==> src/logic/cscs_regs.vh <==
// Purpose: Constants for the chip-select combine and E-clock stretch stage.
// Assumes: Included by bare name from every design file of this block.
// Notes: Offsets are byte addresses on the plain register port.
//
// Contract
// - With no routing bit set, each select pin follows only its own matched area.
// - Only gp2_drives_program: program pin adds general-2, general-2 pin silent, general-1 own.
// - With only gp1_drives_program set, program pin covers program or general-1 areas.
// - Both drive-program bits: program pin covers all three areas, neither general pin asserts.
// - Only gp1_drives_gp2: general-2 pin covers both generals, general-1 silent, program own.
// - Select outputs change in step with the driven E clock; bus_tick_out keeps the free-running divider rate.
// - E stays high for the programmed extra bus cycles only on hits of a stretching select.
// - During a stretch every other internal clock and tick keeps its normal rate.
// - Each two-bit stretch field is a binary count of extra cycles from none to three.
// - The 8-bit stretch register resets to zero; io, gp1, gp2, program in 7:6, 5:4, 3:2, 1:0.
// - With gp1_drives_gp2 set and gp2_drives_program clear, general-1 is ORed into general-2 and driven on its pin.
// - With gp2_drives_program set, general-2 is ORed into program and driven on its pin.

`ifndef CSCS_REGS_VH
`define CSCS_REGS_VH

// Register offsets
`define CSCS_ADDR_W 8
`define CSCS_OFF_STRETCH 8'h5a
`define CSCS_OFF_ROUTE 8'h5b
`define CSCS_OFF_STATUS 8'h5c

// Reset values
`define CSCS_STRETCH_RST 8'h00
`define CSCS_ROUTE_RST 3'h0

// Stretch field positions (low bit of each pair)
`define CSCS_FLD_IO 6
`define CSCS_FLD_GP1 4
`define CSCS_FLD_GP2 2
`define CSCS_FLD_PROG 0

// Routing bit positions
`define CSCS_RT_G2DP 0
`define CSCS_RT_G1DP 1
`define CSCS_RT_G1G2 2

// Status bit positions
`define CSCS_ST_E 0
`define CSCS_ST_STR 1
`define CSCS_ST_REM 2
`define CSCS_ST_PINS 4

// Timing: E half period in reference clocks (8 ns at 250 MHz)
`define CSCS_E_HALF_CYC 8'h02

`endif

==> src/logic/cscs_stretch.v <==
// Purpose: E-clock phase sequencer with zero to three stretched bus cycles.
// Assumes: mid and end pulses come from a free-running divider on the same clock.
// Notes: The divider never pauses, so only E itself is held during a stretch.
`timescale 1ns/10ps
`include "cscs_regs.vh"

module cscs_stretch (
  input wire ref_clk_in,
  input wire rst_in,
  input wire mid_in,
  input wire end_in,
  input wire [1:0] count_in,
  output wire cycle_start_out,
  output wire e_clk_out,
  output wire stretching_out,
  output wire [1:0] remain_out
);

  localparam [2:0] ST_LOW = 3'h1;
  localparam [2:0] ST_HIGH = 3'h2;
  localparam [2:0] ST_STR = 3'h4;

  reg [2:0] state_q;
  reg [2:0] state_d;
  reg [1:0] rem_q;
  reg [1:0] rem_d;
  reg e_q;
  reg e_d;
  reg start_c;

  // Next phase; a stretch is whole bus periods of held-high E
  always @* begin
    state_d = state_q;
    rem_d = rem_q;
    e_d = e_q;
    start_c = 1'b0;
    case (state_q)
      ST_LOW: begin
        if (mid_in) begin
          state_d = ST_HIGH;
          e_d = 1'b1;
        end
      end
      ST_HIGH: begin
        if (end_in) begin
          if (count_in != 2'h0) begin
            state_d = ST_STR;
            rem_d = count_in;
          end else begin
            state_d = ST_LOW;
            e_d = 1'b0;
            start_c = 1'b1;
          end
        end
      end
      ST_STR: begin
        if (end_in) begin
          if (rem_q == 2'h1) begin
            state_d = ST_LOW;
            rem_d = 2'h0;
            e_d = 1'b0;
            start_c = 1'b1;
          end else begin
            rem_d = rem_q - 2'h1;
          end
        end
      end
      default: begin
        state_d = ST_LOW;
        rem_d = 2'h0;
        e_d = 1'b0;
      end
    endcase
  end

  // Phase registers
  always @(posedge ref_clk_in or posedge rst_in) begin
    if (rst_in) begin
      state_q <= ST_LOW;
      rem_q <= 2'h0;
      e_q <= 1'b0;
    end else begin
      state_q <= state_d;
      rem_q <= rem_d;
      e_q <= e_d;
    end
  end

  assign cycle_start_out = start_c;
  assign e_clk_out = e_q;
  assign stretching_out = state_q[2];
  assign remain_out = rem_q;

endmodule // cscs_stretch

==> src/logic/cscs_top.v <==
// Purpose: Chip-select combine and E-clock stretch output stage.
// Assumes: Area hits come from an address decoder on ref_clk_in, one at a time.
// Notes: Pins are active high; polarity and decode live elsewhere.
//
// The plain strobed port was left to the implementer.
`timescale 1ns/10ps
`include "cscs_regs.vh"

module cscs_top #(
  parameter [7:0] E_HALF = `CSCS_E_HALF_CYC
) (
  input wire ref_clk_in,
  input wire rst_in,
  input wire [7:0] addr_in,
  input wire [7:0] wr_data_in,
  input wire wr_en_in,
  input wire rd_en_in,
  output wire [7:0] rd_data_out,
  input wire io_hit_in,
  input wire prog_hit_in,
  input wire gp1_hit_in,
  input wire gp2_hit_in,
  output wire e_clk_out,
  output wire cycle_start_out,
  output wire bus_tick_out,
  output wire io_select_pin_out,
  output wire program_select_pin_out,
  output wire general1_select_pin_out,
  output wire general2_select_pin_out
);

  localparam [7:0] LAST = (E_HALF * 8'h02) - 8'h01;
  localparam [7:0] MID = E_HALF - 8'h01;

  reg [7:0] stretch_q;
  reg [2:0] route_q;
  reg [7:0] rd_data_q;
  reg [7:0] phase_q;
  reg tick_q;
  reg [3:0] pins_q;
  reg [1:0] count_q;
  reg [1:0] count_d;
  reg [3:0] pins_d;
  reg [7:0] rd_mux;
  wire mid_p;
  wire end_p;
  wire start_p;
  wire e_clk;
  wire stretching;
  wire [1:0] remain;
  wire [3:0] hits;
  wire [1:0] fld [0:3];
  wire gp1_dg2;
  wire gp1_dp;
  wire gp2_dp;

  // Hit order: io, program, general-1, general-2
  assign hits = {io_hit_in, prog_hit_in, gp1_hit_in, gp2_hit_in};
  assign gp1_dg2 = route_q[`CSCS_RT_G1G2];
  assign gp1_dp = route_q[`CSCS_RT_G1DP];
  assign gp2_dp = route_q[`CSCS_RT_G2DP];

  // Stretch fields unpacked in register order: io, general-1, general-2, program
  genvar gi;
  generate
    for (gi = 0; gi < 4; gi = gi + 1) begin : g_fld
      assign fld[gi] = stretch_q[2 * gi + 1:2 * gi];
    end
  endgenerate

  // Register writes; stretch and routing steer the bus stage
  always @(posedge ref_clk_in or posedge rst_in) begin
    if (rst_in) begin
      stretch_q <= `CSCS_STRETCH_RST;
      route_q <= `CSCS_ROUTE_RST;
    end else if (wr_en_in) begin
      if (addr_in == `CSCS_OFF_STRETCH) begin
        stretch_q <= wr_data_in;
      end
      if (addr_in == `CSCS_OFF_ROUTE) begin
        route_q <= wr_data_in[2:0];
      end
    end
  end

  // Read mux; unmapped addresses read zero
  always @* begin
    rd_mux = 8'h00;
    case (addr_in)
      `CSCS_OFF_STRETCH: rd_mux = stretch_q;
      `CSCS_OFF_ROUTE: rd_mux = {5'h00, route_q};
      `CSCS_OFF_STATUS: rd_mux = {pins_q, remain, stretching, e_clk};
      default: rd_mux = 8'h00;
    endcase
  end

  // Read data stands only in the cycle after the strobe
  always @(posedge ref_clk_in or posedge rst_in) begin
    if (rst_in) begin
      rd_data_q <= 8'h00;
    end else if (rd_en_in) begin
      rd_data_q <= rd_mux;
    end else begin
      rd_data_q <= 8'h00;
    end
  end

  // Free-running bus divider; never held, so timers keep time
  always @(posedge ref_clk_in or posedge rst_in) begin
    if (rst_in) begin
      phase_q <= 8'h00;
      tick_q <= 1'b0;
    end else begin
      tick_q <= end_p;
      if (end_p) begin
        phase_q <= 8'h00;
      end else begin
        phase_q <= phase_q + 8'h01;
      end
    end
  end

  assign mid_p = (phase_q == MID);
  assign end_p = (phase_q == LAST);

  // Stretch count of the select that matched; none when nothing hit
  always @* begin
    count_d = 2'h0;
    if (hits[3]) begin
      count_d = fld[3];
    end else if (hits[2]) begin
      count_d = fld[0];
    end else if (hits[1]) begin
      count_d = fld[2];
    end else if (hits[0]) begin
      count_d = fld[1];
    end
  end

  // Pin combine; ranges assumed disjoint, overlap gives OR of both
  always @* begin
    pins_d = 4'h0;
    pins_d[3] = hits[3];
    // Program pin absorbs routed generals
    pins_d[2] = hits[2] | (gp1_dp & hits[1]) | (gp2_dp & hits[0]);
    // General-2 pin silenced when routed to program
    pins_d[0] = ~gp2_dp & (hits[0] | (gp1_dg2 & hits[1]));
    // General-1 pin silenced when it drives a live target
    pins_d[1] = hits[1] & ~gp1_dp & ~(gp1_dg2 & ~gp2_dp);
  end

  // Access latched at each bus cycle start, aligned to E falling edge
  always @(posedge ref_clk_in or posedge rst_in) begin
    if (rst_in) begin
      pins_q <= 4'h0;
      count_q <= 2'h0;
    end else if (start_p) begin
      pins_q <= pins_d;
      count_q <= count_d;
    end
  end

  cscs_stretch u_stretch (
    .ref_clk_in(ref_clk_in),
    .rst_in(rst_in),
    .mid_in(mid_p),
    .end_in(end_p),
    .count_in(count_q),
    .cycle_start_out(start_p),
    .e_clk_out(e_clk),
    .stretching_out(stretching),
    .remain_out(remain)
  );

  assign rd_data_out = rd_data_q;
  assign e_clk_out = e_clk;
  assign cycle_start_out = start_p;
  assign bus_tick_out = tick_q;
  assign io_select_pin_out = pins_q[3];
  assign program_select_pin_out = pins_q[2];
  assign general1_select_pin_out = pins_q[1];
  assign general2_select_pin_out = pins_q[0];

endmodule // cscs_top

==> config.mk <==
export PLATFORM = sky130hd
export DESIGN_NAME = cscs_top
export DESIGN_NICKNAME = d
export VERILOG_FILES = /design/src/logic/cscs_stretch.v /design/src/logic/cscs_top.v
export VERILOG_INCLUDE_DIRS = /design/src /design/src/logic
export SDC_FILE = /design/constraint.sdc
export NUM_CORES = 1
export LEC_CHECK = 0
export BUFFER_PORTS_ARGS = -buffer_cell sky130_fd_sc_hd__buf_2
export CAP_MARGIN = 10
export CORE_MARGIN = 4
export CORE_UTILIZATION = 40
export CTS_CLUSTER_DIAMETER = 200
export DETAILED_ROUTE_END_ITERATION = 8
export GPL_TIMING_DRIVEN = 1
export HOLD_SLACK_MARGIN = 0.05
export SLEW_MARGIN = 5
export SYNTH_ARGS = -nofsm -noshare
export SYNTH_HDL_FRONTEND = slang
export SYNTH_SLANG_ARGS = --single-unit
==> constraint.sdc <==
create_clock -name ref_clk_in -period 3.5 [get_ports ref_clk_in]
set_input_delay 0.175 -clock ref_clk_in [delete_from_list [all_inputs] [get_ports ref_clk_in]]
set_output_delay 0.175 -clock ref_clk_in [all_outputs]
set_load 0.01 [all_outputs]
==> Yosys cells after proc, flatten, opt, wreduce, memory -nomap -nowiden <==
Cells that the tools add are included.
{ "totals": {"ff_bits": 40, "latch_bits": 0, "ramBits": 0, "romBits": 0, "input_bits": 24, "word_cells": 76, "memories": 0} }
{ "classes": {"add_sub_neg": 2, "mul": 0, "div_mod_pow": 0, "n_lt_le_gt_ge": 0, "n_eq_ne": 15, "shifts": 0, "mux": 29, "bitwise": 14, "reduce_logical": 6} }
{ "ops": {"columns": ["operator", "count"], "rows": [
  ["equality test 8 x 7 -> 1 bit, second input constant", 3],
  ["case mux 8 bit (3 select lines)", 1],
  ["2-to-1 mux 2 bit", 8],
  ["2-to-1 mux 8 bit", 2],
  ["2-to-1 mux 3 bit", 5],
  ["2-to-1 mux 1 bit", 9],
  ["case mux 3 bit (3 select lines)", 1],
  ["adder 8 x 1 -> 8 bit, second input constant", 1],
  ["equality test 8 x 1 -> 1 bit, second input constant", 1],
  ["equality test 8 x 2 -> 1 bit, second input constant", 1],
  ["!= test 2 bit, second input constant", 4],
  ["AND reduction 4 bit", 2],
  ["AND 1 bit", 7],
  ["case mux 2 bit (3 select lines)", 1],
  ["AND reduction 5 bit", 1],
  ["!= test 2 x 1 -> 1 bit, second input constant", 2],
  ["NOT 1 bit", 4],
  ["AND reduction 2 bit", 2],
  ["equality test 3 x 1 -> 1 bit, second input constant", 1],
  ["equality test 3 x 2 -> 1 bit, second input constant", 1],
  ["equality test 3 bit, second input constant", 1],
  ["bitwise OR 1 bit", 3],
  ["case mux 1 bit (3 select lines)", 1],
  ["equality test 2 x 1 -> 1 bit, second input constant", 1],
  ["3 further kinds", 3]
]} }

==> Logic depth before layout (Yosys ltp) <==
Gate-level depths: netlist (run 1).
{ "depth": {"depth_word": 4, "ltp_mapped": 7} }

==> Hierarchy <==
A second synthesis (run 1) with hierarchy kept.
{ "unflattened": {"cells_unflattened": 170, "hier_area_um2": 1983.2} }
{ "by_module_without_submodules": {"columns": ["mod", "instances", "cells_each", "area_per_inst_um2"], "rows": [
  ["cscs_top", 1, 129, 1562.7],
  ["cscs_stretch", 1, 41, 420.4]
]} }

==> Worst setup path after synthesis (run 1) <==
OpenSTA, ideal clock, no wires.
{ "synth_timing": {"path_kind": "register to register", "from": "register u_stretch.state_q[0]", "to": "register u_stretch.e_q, in the netlist u_stretch.e_clk_out", "setup_time_ns": 0.128, "t_arrival_ns": 1.477, "t_required_ns": 3.372, "setup_slack_ns": 1.896, "path_stages_with_launch": 6, "path_buffers": 0, "path_cell_list": "dfstp_2 nand2b_1 o22a_1 o22ai_1 nor3_2 mux2_1"} }
{ "synth_between": {"elab_chain_cells": 3} }
{ "synth_rtl": {"columns": ["element", "line_no", "text"], "rows": [
  ["start, declared", "cscs_stretch.v:23", "reg [2:0] state_q;"],
  ["start signal, assigned", "cscs_stretch.v:83", "state_q <= state_d;"],
  ["equality test 3 x 2 -> 1 bit (tied with other cells)", "cscs_stretch.v:37", "case (state_q)"],
  ["!= test 2 bit (no source line) / != test 2 x 1 -> 1 bit (equally long branches)", null, null],
  ["AND reduction 5 bit (no source line)", null, null],
  ["end signal, assigned", "cscs_stretch.v:81", "e_q <= 1'b0;"],
  ["end signal, assigned", "cscs_stretch.v:85", "e_q <= e_d;"],
  ["end, declared", "cscs_stretch.v:27", "reg e_q;"]
]} }
Several ways; a longest one is shown, not always the timed one.
A chain may end at the register's enable or synchronous reset.

==> Worst setup path after layout (run 1) <==
{ "layout_timing": {"from": "register phase_q[0]", "to": "output port cycle_start_out"} }
{ "layout_between": {"elab_chain_cells": 3} }
{ "layout_rtl": {"columns": ["element", "line_no", "text"], "rows": [
  ["start, declared", "cscs_top.v:38", "reg [7:0] phase_q;"],
  ["start signal, assigned", "cscs_top.v:118", "phase_q <= phase_q + 8'h01;"],
  ["equality test 8 x 2 -> 1 bit (*)", "cscs_top.v:124", "assign end_p = (phase_q == LAST);"],
  ["2-to-1 mux 1 bit, on equally long branches", "cscs_stretch.v:57, cscs_stretch.v:45", null],
  ["case mux 1 bit (2 select lines) (*)", "cscs_stretch.v:37", null],
  ["end, declared", "cscs_top.v:24", "output wire cycle_start_out,"]
]} }
Mark *: on every way between the ends. The rest lies on a longest branch, timed or not.

==> reports/metrics.csv, run 1 <==
metric,value,unit
final max-slew violation count,0,
vias in the first global route,1458,
hold buffers post-CTS,0,
clk buf depth,2,
Area Growth Syn to Fin,20.0,%
vias per cell,5.43,
CTS resizes,0,
first-pass GRT wire length,7.04,mm
root buffer cell,clkbuf_8,
Initial Utilization,41.3,%
Worst Max-Slew Pin Slew,713,ps
CP required,3320,ps
Crit. End Element,output port,
Rows,25,
Placed Area,2190,um2
Post-Synthesis Cells,179,
Die Area,6020,um2
compound-gate portion of the synthesized area,13.8,%
static leakage,1.10,nW
Tmin final,2130,ps
most frequent cells in the layout,"dfrtp_1, buf_2, nor2_1",
number of flops mapped to enable cells by yosys,0,
XOR/XNOR Fraction of Synth Area,2.26,%
mux cell area share after synthesis,9.24,%
CTS tree,yes,
Synth Cell Area,1940,um2
clock buffer count from CTS,5,
"Design Area, Final",2320,um2
antenna cells,0,
VDD IR max,0.323,mV
Final GP Congestion,0.794,
First-pass DRT Iterations,4,
drt total wl,4.17,mm
initial antenna violation count,0,
Worst Clk Skew,3.82,ps
die height,77.6,um
"Core Util, Final",49.5,%
Skew-Pair Late Insertion Delay,280,ps
gr ovfl total,0,
Chip Width,77.6,um
outcome,completed,
GRT Overall Usage,14.7,%
worst min-delay path class,in -> reg,
"Max FO, Critical Path",12,
largest net degree at the start of global routing,29,
"Primary FF master, synth",dfrtp_1,
Critical Path AT,1960,ps
Slew HR,52.3,%
post-synth cell types,46,
sequential area share after synthesis,51.8,%
setup TNS,0,ps
Finish-stage setup viols,0,
"Avg Cell Area, Syn",10.8,um2
fraction of registers with async set/reset,100,%
crit path kind,reg -> out,
Worst-path clk slew,80,ps
post-synthesis simple-gate area fraction,19.1,%
Via Count,1515,
IO Port Bufs,38,
number of synthesized register bits,40,
main combinational cell family by area after synthesis,simple AND/OR/NAND/NOR gates,
P per Cell Area,507,nW/um2
RSZ-0062 raised after global routing,no,
post-route ant nets,0,
"commonest non-fill, non-tap cell in the layout",dfrtp_1,
Core ar.,4690,um2
# Post-CTS Setup Buffers,0,
H-tree depth,2,
Max-cap violations,0,
Adder-Cell Fraction of Synth Area,1.94,%
I/O pin total,39,
share of layout cells above drive strength 1,30.2,%
hpwl dp,3.09,mm
CP Launch Type,flop,
crit share post-route,60.9,%
warnings from Yosys,0,
clock sink count,40,
Syn Nets,206,
nets@finish,251,
1st-iter DRT viols,60,
Max Freq,0.469,GHz
DR WL/cell,14.9,um
final hold vios,0,
DRC viols,0,
-- final timing paths --
kind / to / slack, ps / startpoint / cells after the start
setup / recovery: cycle_start_out / 1370 / phase_q[0] / 5
hold / removal: stretch_q[3] / 120 / wr_data_in[3] / 2
setup reg to reg: pins_q[3] / 1610 / phase_q[0] / 4
hold reg to reg: phase_q[7] / 470 / phase_q[7] / 1
max in group asynchronous: rd_data_out[6] / 2290 / rst_in / 5
min in group asynchronous: phase_q[4] / 490 / rst_in / 3
-- worst max-delay path: stages (launching register included) --
cell and delay [ps]:
dfrtp_1 410, ha_1 290, and4_1 350, nand3b_1 350
inv_1 130, buf_2 140
-- final cells by class --
type	count	area [um2]
inverter	5	18.8
fill	456	2370
timing repair buffer	42	243
multi-input combinational	130	897
tap	54	67.6
sequential	40	1000
clock inverter	1	7.51
clock buffer	7	86.3
-- where the power goes --
group	leakage, nW	internal (mW)	switching (mW)	total [mW]
Clock	0.0445	0.160	0.156	0.317
Sequential	0.537	0.529	0.0708	0.600
Combinational	0.522	0.128	0.134	0.262
Total	1.10	0.817	0.361	1.18
-- kinds of logic after synthesis --
group | Yosys count
AOI/OAI and AO/OA | 40
xor gates and xnor gates | 5
adders and majority gates | 3
buffers and inverters | 9
DFF | 40
muxes | 16
and+or+nand+nor | 66
-- sequential cells by signal, indices dropped and copies added, names as in the netlist --
name	count
count_q	2
route_q	3
stretch_q	8
pins_q	4
phase_q	8
rd_data_out	8
u_stretch.state_q	3
u_stretch.e_clk_out	1
bus_tick_out	1
u_stretch.remain_out	2
-- Yosys cell counts, types with 2 or more instances --
master	instances	area share [%]
dfrtp_1	39	50
a211oi_1	2	0.78
nand2b_1	6	1.9
o22a_1	2	0.91
mux2_2	14	8.1
clkbuf_1	2	0.39
a22oi_1	9	3.5
nor3_1	3	0.78
a22o_1	3	1.4
inv_1	5	0.97
a21oi_1	9	2.3
nand3b_1	3	1.2
buf_2	2	0.52
nand3_1	3	0.78
nand2_1	11	2.1
xnor2_1	4	1.8
nor2b_1	4	1.3
ha_1	3	1.9
o21ai_0	6	1.6
nor2_1	20	3.9
and3_1	3	0.97
and3b_1	2	0.91
-- stage by stage --
step / hold slack, ps / total power [mW] / setup slack, ps / std cells
final: 119 / 1.18 / 1370 / 279
after global routing: 116 / 1.26 / 1220 / 279
after CTS: 113 / 1.19 / 1340 / 277
after detailed placement: 414 / 0.865 / 1600 / 269
after global placement: 411 / 0.861 / 1660 / 269
after floorplan: 325 / 0.772 / 1900 / 179
-- layer usage --
metal | track usage, % | vias up | part of all wire [%]
li1 | - | 731 | -
met1 | 21.0 | 740 | 49
met2 | 22.0 | 39 | 44
met3 | 3.71 | 5 | 5.2
met4 | 4.27 | 0 | 0.98
met5 | 0 | - | 0
(Power assumes the default switching activity.)
==> inputs of run 2 (changes only) <==
Clock period 3.5 ns to 1.91 ns, I/O delays scaled along.
==> run 2 against run 1 <==
Effect of this change: count of clock-buffer cells in the layout shrank 1; non-clock buffer count grew 12; sequential power grew 80%; combinational power grew 94%; cell area grew 4.2%; critical path type unchanged; first-iteration DRC count grew 15%; final cell count grew 4.3%; worst hold slack lost 4.4 ps; critical endpoint unchanged.
==> reports/metrics.csv, run 2 (synthesis results as in run 1) <==
metric,value,unit,change
Slew HR,51.4,%,-0.92 points
total chip power,2.19,mW,+86%
vias per cell,5.26,,-3.1%
Max-cap violations,0,,unchanged
final max-slew violation count,0,,unchanged
# Post-CTS Setup Buffers,0,,unchanged
antenna cells,0,,unchanged
Initial Utilization,41.3,%,unchanged
I/O pin total,39,,unchanged
CP max stage delay,420,ps,about the same
Via Count,1531,,+1.1%
static leakage,1.15,nW,+4.0%
"Core Util, Final",51.6,%,+2.1 points
Finish-stage setup viols,0,,unchanged
# placed instances,274,,+1.9%
1st-iter DRT viols,69,,+15%
crit path kind,reg -> out,,
Crit. End Element,output port,,
"Max FO, Critical Path",12,,unchanged
P per Cell Area,903,nW/um2,+78%
clock sink count,40,,unchanged
clock buffer count from CTS,5,,unchanged
CP max stage cell,dfrtp_1,,
IO Port Bufs,38,,unchanged
RSZ-0062 raised after global routing,no,,
setup TNS,0,ps,unchanged
Area Growth Syn to Fin,25.0,%,
gr ovfl total,0,,unchanged
CTS tree,yes,,
Final GP Congestion,0.803,,+1.2%
CP Cell Sequence,"ha_2, and4_2, nand3b_1, buf_4, inv_1, buf_2",,
CP required,1810,ps,-1510 ps
clk buf depth,2,,unchanged
Worst Clk Skew,10.7,ps,+6.92 ps
VDD IR max,0.396,mV,+23%
DR WL/cell,14.2,um,-5.3%
post-route insts no fill,291,,+4.3%
drt total wl,4.12,mm,-1.2%
vias in the first global route,1540,,+5.6%
Worst-path clk slew,80,ps,about the same
largest net degree at the start of global routing,41,,+41%
nets@finish,263,,+4.8%
final hold vios,0,,unchanged
post-route ant nets,0,,unchanged
H-tree depth,2,,unchanged
Critical Path AT,1700,ps,-260 ps
Max Freq,0.557,GHz,
First-pass DRT Iterations,4,,unchanged
crit share post-route,94.1,%,
Skew-Pair Late Insertion Delay,300,ps,+20 ps
most frequent cells in the layout,"dfrtp_1, buf_2, nor2_1",,
Tmin final,1800,ps,
Worst Max-Slew Pin Slew,726,ps,+13.8 ps
initial antenna violation count,0,,unchanged
outcome,completed,,
worst r2r path cells,5,,+1
share of layout cells above drive strength 1,31.6,%,+1.4 points
hpwl dp,3.03,mm,-2.1%
Core ar.,4690,um2,unchanged
CP Launch Type,flop,,
root buffer cell,clkbuf_8,,
Hold Crit Depth,2,,unchanged
die height,77.6,um,unchanged
Chip Width,77.6,um,unchanged
Rows,25,,unchanged
DRC viols,0,,unchanged
GRT Overall Usage,15.3,%,+0.65 points
worst min-delay path class,in -> reg,,
first-pass GRT wire length,7.29,mm,+3.6%
Die Area,6020,um2,unchanged
"commonest non-fill, non-tap cell in the layout",dfrtp_1,,
==> run 2: stage by stage <==
| stage | setup WS (ps) | area, um2 | hold WS [ps] |
|---|---|---|---|
| floorplan | 306 | 1940 | 246 |
| global placement | 215 | 2230 | 241 |
| detailed placement | 211 | 2230 | 252 |
| CTS | 43.0 | 2420 | 103 |
| global route | 16.7 | 2420 | 100 |
| finish | 113 | 2420 | 115 |
==> run 2: power breakdown <==
part / internal (mW) / switching [mW]
logic: 0.251 / 0.258
clock network: 0.292 / 0.304
registers: 0.969 / 0.112
==> run 2: repair_timing <==
item	in CTS	in global routing
endpoints found under the hold margin	49	0
hold buffers	9	0
endpoints found under the setup margin	0	1
gates resized for setup	0	2
==> run 2: per-layer routing <==
| metal | up-vias | GRT usage (%) | part of all wire (%) |
|---|---|---|---|
| li1 | 755 | - | - |
| met1 | 737 | 21.3 | 50 |
| met2 | 33 | 23.1 | 45 |
| met3 | 6 | 4.18 | 4.4 |
| met4 | 0 | 5.34 | 1.5 |
| met5 | - | 0 | 0 |
==> run 2: worst paths after layout <==
path / from / endpoint / slack, ps
hold reg to reg: phase_q[7] / phase_q[7] / 480
hold / removal: io_hit_in / pins_q[3] / 110
max in group asynchronous: rst_in / u_stretch.state_q[0] / 1090
setup reg to reg: u_stretch.state_q[0] / u_stretch.e_clk_out / 170
setup / recovery: phase_q[0] / cycle_start_out / 110
min in group asynchronous: rst_in / phase_q[3] / 450
==> run 2: cell type report <==
| cell class | instances | area [um2] |
|---|---|---|
| Fill cell | 421 | 2270 |
| Sequential cell | 40 | 1000 |
| Multi-Input combinational cell | 130 | 901 |
| Timing Repair Buffer | 54 | 333 |
| Clock buffer | 6 | 82.6 |
| Tap cell | 54 | 67.6 |
| Inverter | 5 | 18.8 |
| Clock inverter | 2 | 15.0 |
==> run 2: worst max-delay path: cells and delay by family (launching register included) <==
kind,cells,cell delay (ps)
buf+inv,3,350
fa+ha+maj,1,270
simple gates,2,370
flops,1,420
==> inputs of run 3 (changes only) <==
Settings changed: SYNTH_HIERARCHICAL from default to 1.
==> run 3 against run 2 <==
Effect of this change: the run now ends with negative setup slack left; synthesized cell count is 5.0% lower; first-iteration DRC count up 25%; routed wire length rose by 9.2%; clock power rose by 15%; sequential share of layout area shrank 3.2 points; die area grew 2.2%; area after synthesis up 2.5%; cell area grew 8.5%; critical endpoint is now u_stretch/remain_out[0]; highest routed layer unchanged.
==> reports/metrics.csv, run 3 <==
metric,value,unit,change
"Worst Setup Slack, final",-176,ps,-289 ps
Skew-Pair Late Insertion Delay,290,ps,about the same
hold_ws,57.5,ps,-57.1 ps
CP Launch Type,flop,,
"Primary FF master, synth",dfrtp_1,,
metal3 WL,233,um,+29%
fraction of registers with async set/reset,100,%,unchanged
Sw Ratio,30.4,%,-0.39 points
number of synthesized register bits,40,,unchanged
Int Pwr,1.69,mW,+12%
nets@finish,263,,unchanged
"Core Util, Final",55.2,%,+3.6 points
warnings from Yosys,6,,+6
DRC viols,0,,unchanged
Seq pwr share,46.6,%,-2.9 points
P per Cell Area,925,nW/um2,+2.4%
Core ar.,4750,um2,+1.3%
vias in the first global route,1590,,+3.2%
top routing layer used,met4,,
"Max FO, Critical Path",5,,-7
Sw Pwr,739,uW,+9.7%
die height,78.4,um,+1.1%
Placed Area,2340,um2,+5.2%
initial antenna violation count,0,,unchanged
Synth Cell Area,1980,um2,+2.5%
number of flops mapped to enable cells by yosys,0,,unchanged
post-synth cell types,49,,+6.5%
drt total wl,4.50,mm,+9.2%
"commonest non-fill, non-tap cell in the layout",dfrtp_1,,
Initial Utilization,41.7,%,+0.46 points
Final GP Congestion,0.792,,-1.4%
Tmin final,2090,ps,+289 ps
crit share post-route,109,%,+15 points
clock buffer count from CTS,5,,unchanged
metal2 WL,2.21,mm,+21%
sequential area share after synthesis,50.5,%,-1.2 points
worst min-delay path class,in -> reg,,
Slew HR,61.0,%,+9.6 points
clk buf depth,2,,unchanged
Worst Clk Skew,5.35,ps,-5.38 ps
Finish-stage setup viols,8,,+8
"Design Area, Final",2630,um2,+8.5%
1st-iter DRT viols,86,,+25%
share of layout cells above drive strength 1,42.2,%,+11 points
RSZ-0062 raised after global routing,yes,,
post-route ant nets,0,,unchanged
Rows,25,,unchanged
Crit. End Element,flop,,
Chip Width,78.4,um,+1.1%
list of most frequent post-synthesis cells,"dfrtp_1, nor2_1, mux2_2, inv_1, a22oi_1",,
outcome,"finished, violations left",,
Die Area,6150,um2,+2.2%
largest net degree at the start of global routing,35,,-15%
logic gate share of total power,25.3,%,+2.0 points
most frequent cells in the layout,"dfrtp_1, buf_2, nor2_1",,
H-tree depth,2,,unchanged
wire length on met1,1.99,mm,-2.4%
static leakage,1.26,nW,+9.8%
Worst-path clk slew,80,ps,about the same
vias per cell,4.99,,-5.2%
IO Port Bufs,38,,unchanged
Syn Nets,197,,-4.4%
VDD IR max,0.394,mV,-0.51%
CTS tree,yes,,
Max Freq,0.479,GHz,-14%
root buffer cell,clkbuf_8,,
"area leader, netlist",dfrtp_1,,
failing checks,negative setup slack,,
crit path kind,reg -> reg,,
total chip power,2.43,mW,+11%
Worst Max-Slew Pin Slew,581,ps,-146 ps
"Avg Cell Area, Syn",11.7,um2,+7.9%
Clk pwr share,28.1,%,+0.8 points
final max-slew violation count,0,,unchanged
first-pass GRT wire length,7.47,mm,+2.5%
hpwl dp,3.45,mm,+14%
final hold vios,0,,unchanged
Post-Synthesis Cells,170,,-5.0%
gr ovfl total,0,,unchanged
antenna cells,0,,unchanged
CP required,2090,ps,+280 ps
top cell type's share of synthesized area,49.2,%,-1.2 points
clock sink count,40,,unchanged
most frequent cell after synthesis,dfrtp_1,,
Critical Path AT,2260,ps,+560 ps
Via Count,1517,,-0.91%
DR WL/cell,14.8,um,+4.6%
top post-synthesis cells by area,"dfrtp_1, mux2_2, a22oi_1",,
Area Growth Syn to Fin,32.4,%,
Max-cap violations,0,,unchanged
I/O pin total,39,,unchanged
First-pass DRT Iterations,4,,unchanged
GRT Overall Usage,15.6,%,+0.28 points
run 3: power by group through the flow:
stage                     sequential (mW)  combinational (mW)  clock (mW)
after CTS                            1.13               0.574       0.689
after global placement               1.14               0.526           0
final                                1.13               0.614       0.683
after global routing                 1.16               0.676       0.731
after floorplan                      1.10               0.386           0
after detailed placement             1.14               0.548           0
run 3: repair_timing:
action,4_1_cts,5_1_grt
resized for setup,6,10
pin swaps,1,3
setup buffers,3,2
setup endpoints to repair,6,13
hold endpoints to repair,47,0
hold buffers,8,0
run 3: metrics by stage:
| step | instances | setup slack (ps) | TNS, ps |
|---|---|---|---|
| after CTS | 303 | -195 | -883 |
| after global routing | 304 | -275 | -1670 |
| final | 304 | -176 | -755 |
| after detailed placement | 284 | -195 | -485 |
| after global placement | 284 | -104 | -207 |
| after floorplan | 170 | -188 | -604 |
run 3: cell type report:
class / instances / area [um2]
well taps: 67 / 83.8
clock inverters: 2 / 35.0
inverters: 12 / 45.0
clock buffers: 6 / 72.6
multi-input cells: 114 / 967
flip-flops and latches: 40 / 1000
repair buffers: 63 / 419
fillers: 425 / 2130
run 3: metal layers:
layer	GRT usage, %	up-vias
li1	-	746
met1	20.0	722
met2	26.5	41
met3	3.56	8
met4	4.20	0
met5	0	-
run 3: worst paths after layout:
check                              start                 endpoint  slack (ps)  depth (start not counted)
setup reg to reg              phase_q[3]  u_stretch/remain_out[0]        -180                          6
max in group asynchronous         rst_in               phase_q[7]        1140                          4
setup / recovery              phase_q[3]  u_stretch/remain_out[0]        -180                          6
min in group asynchronous         rst_in      u_stretch/e_clk_out         260                          3
hold reg to reg               phase_q[0]               phase_q[0]         520                          1
hold / removal             wr_data_in[1]               route_q[1]          60                          2
run 3: cells by family (layout without fill, tap and decap cells):
family,Yosys count,count (layout),synth area share [%]
fa+ha+maj,3,3,1.89
compound gates,32,32,12.0
simple gates,56,56,18.7
flops,40,40,50.5
buf+inv,16,83,3.79
xor+xnor,5,5,2.21
mux,18,18,10.9
run 3: critical path, stage by stage, from the launching register on:
cell      delay [ps]
dfrtp_1          390
or4_4            550
nor3_4           130
and2_4           200
o21ai_2           60
a221oi_2         310
mux2_4           330
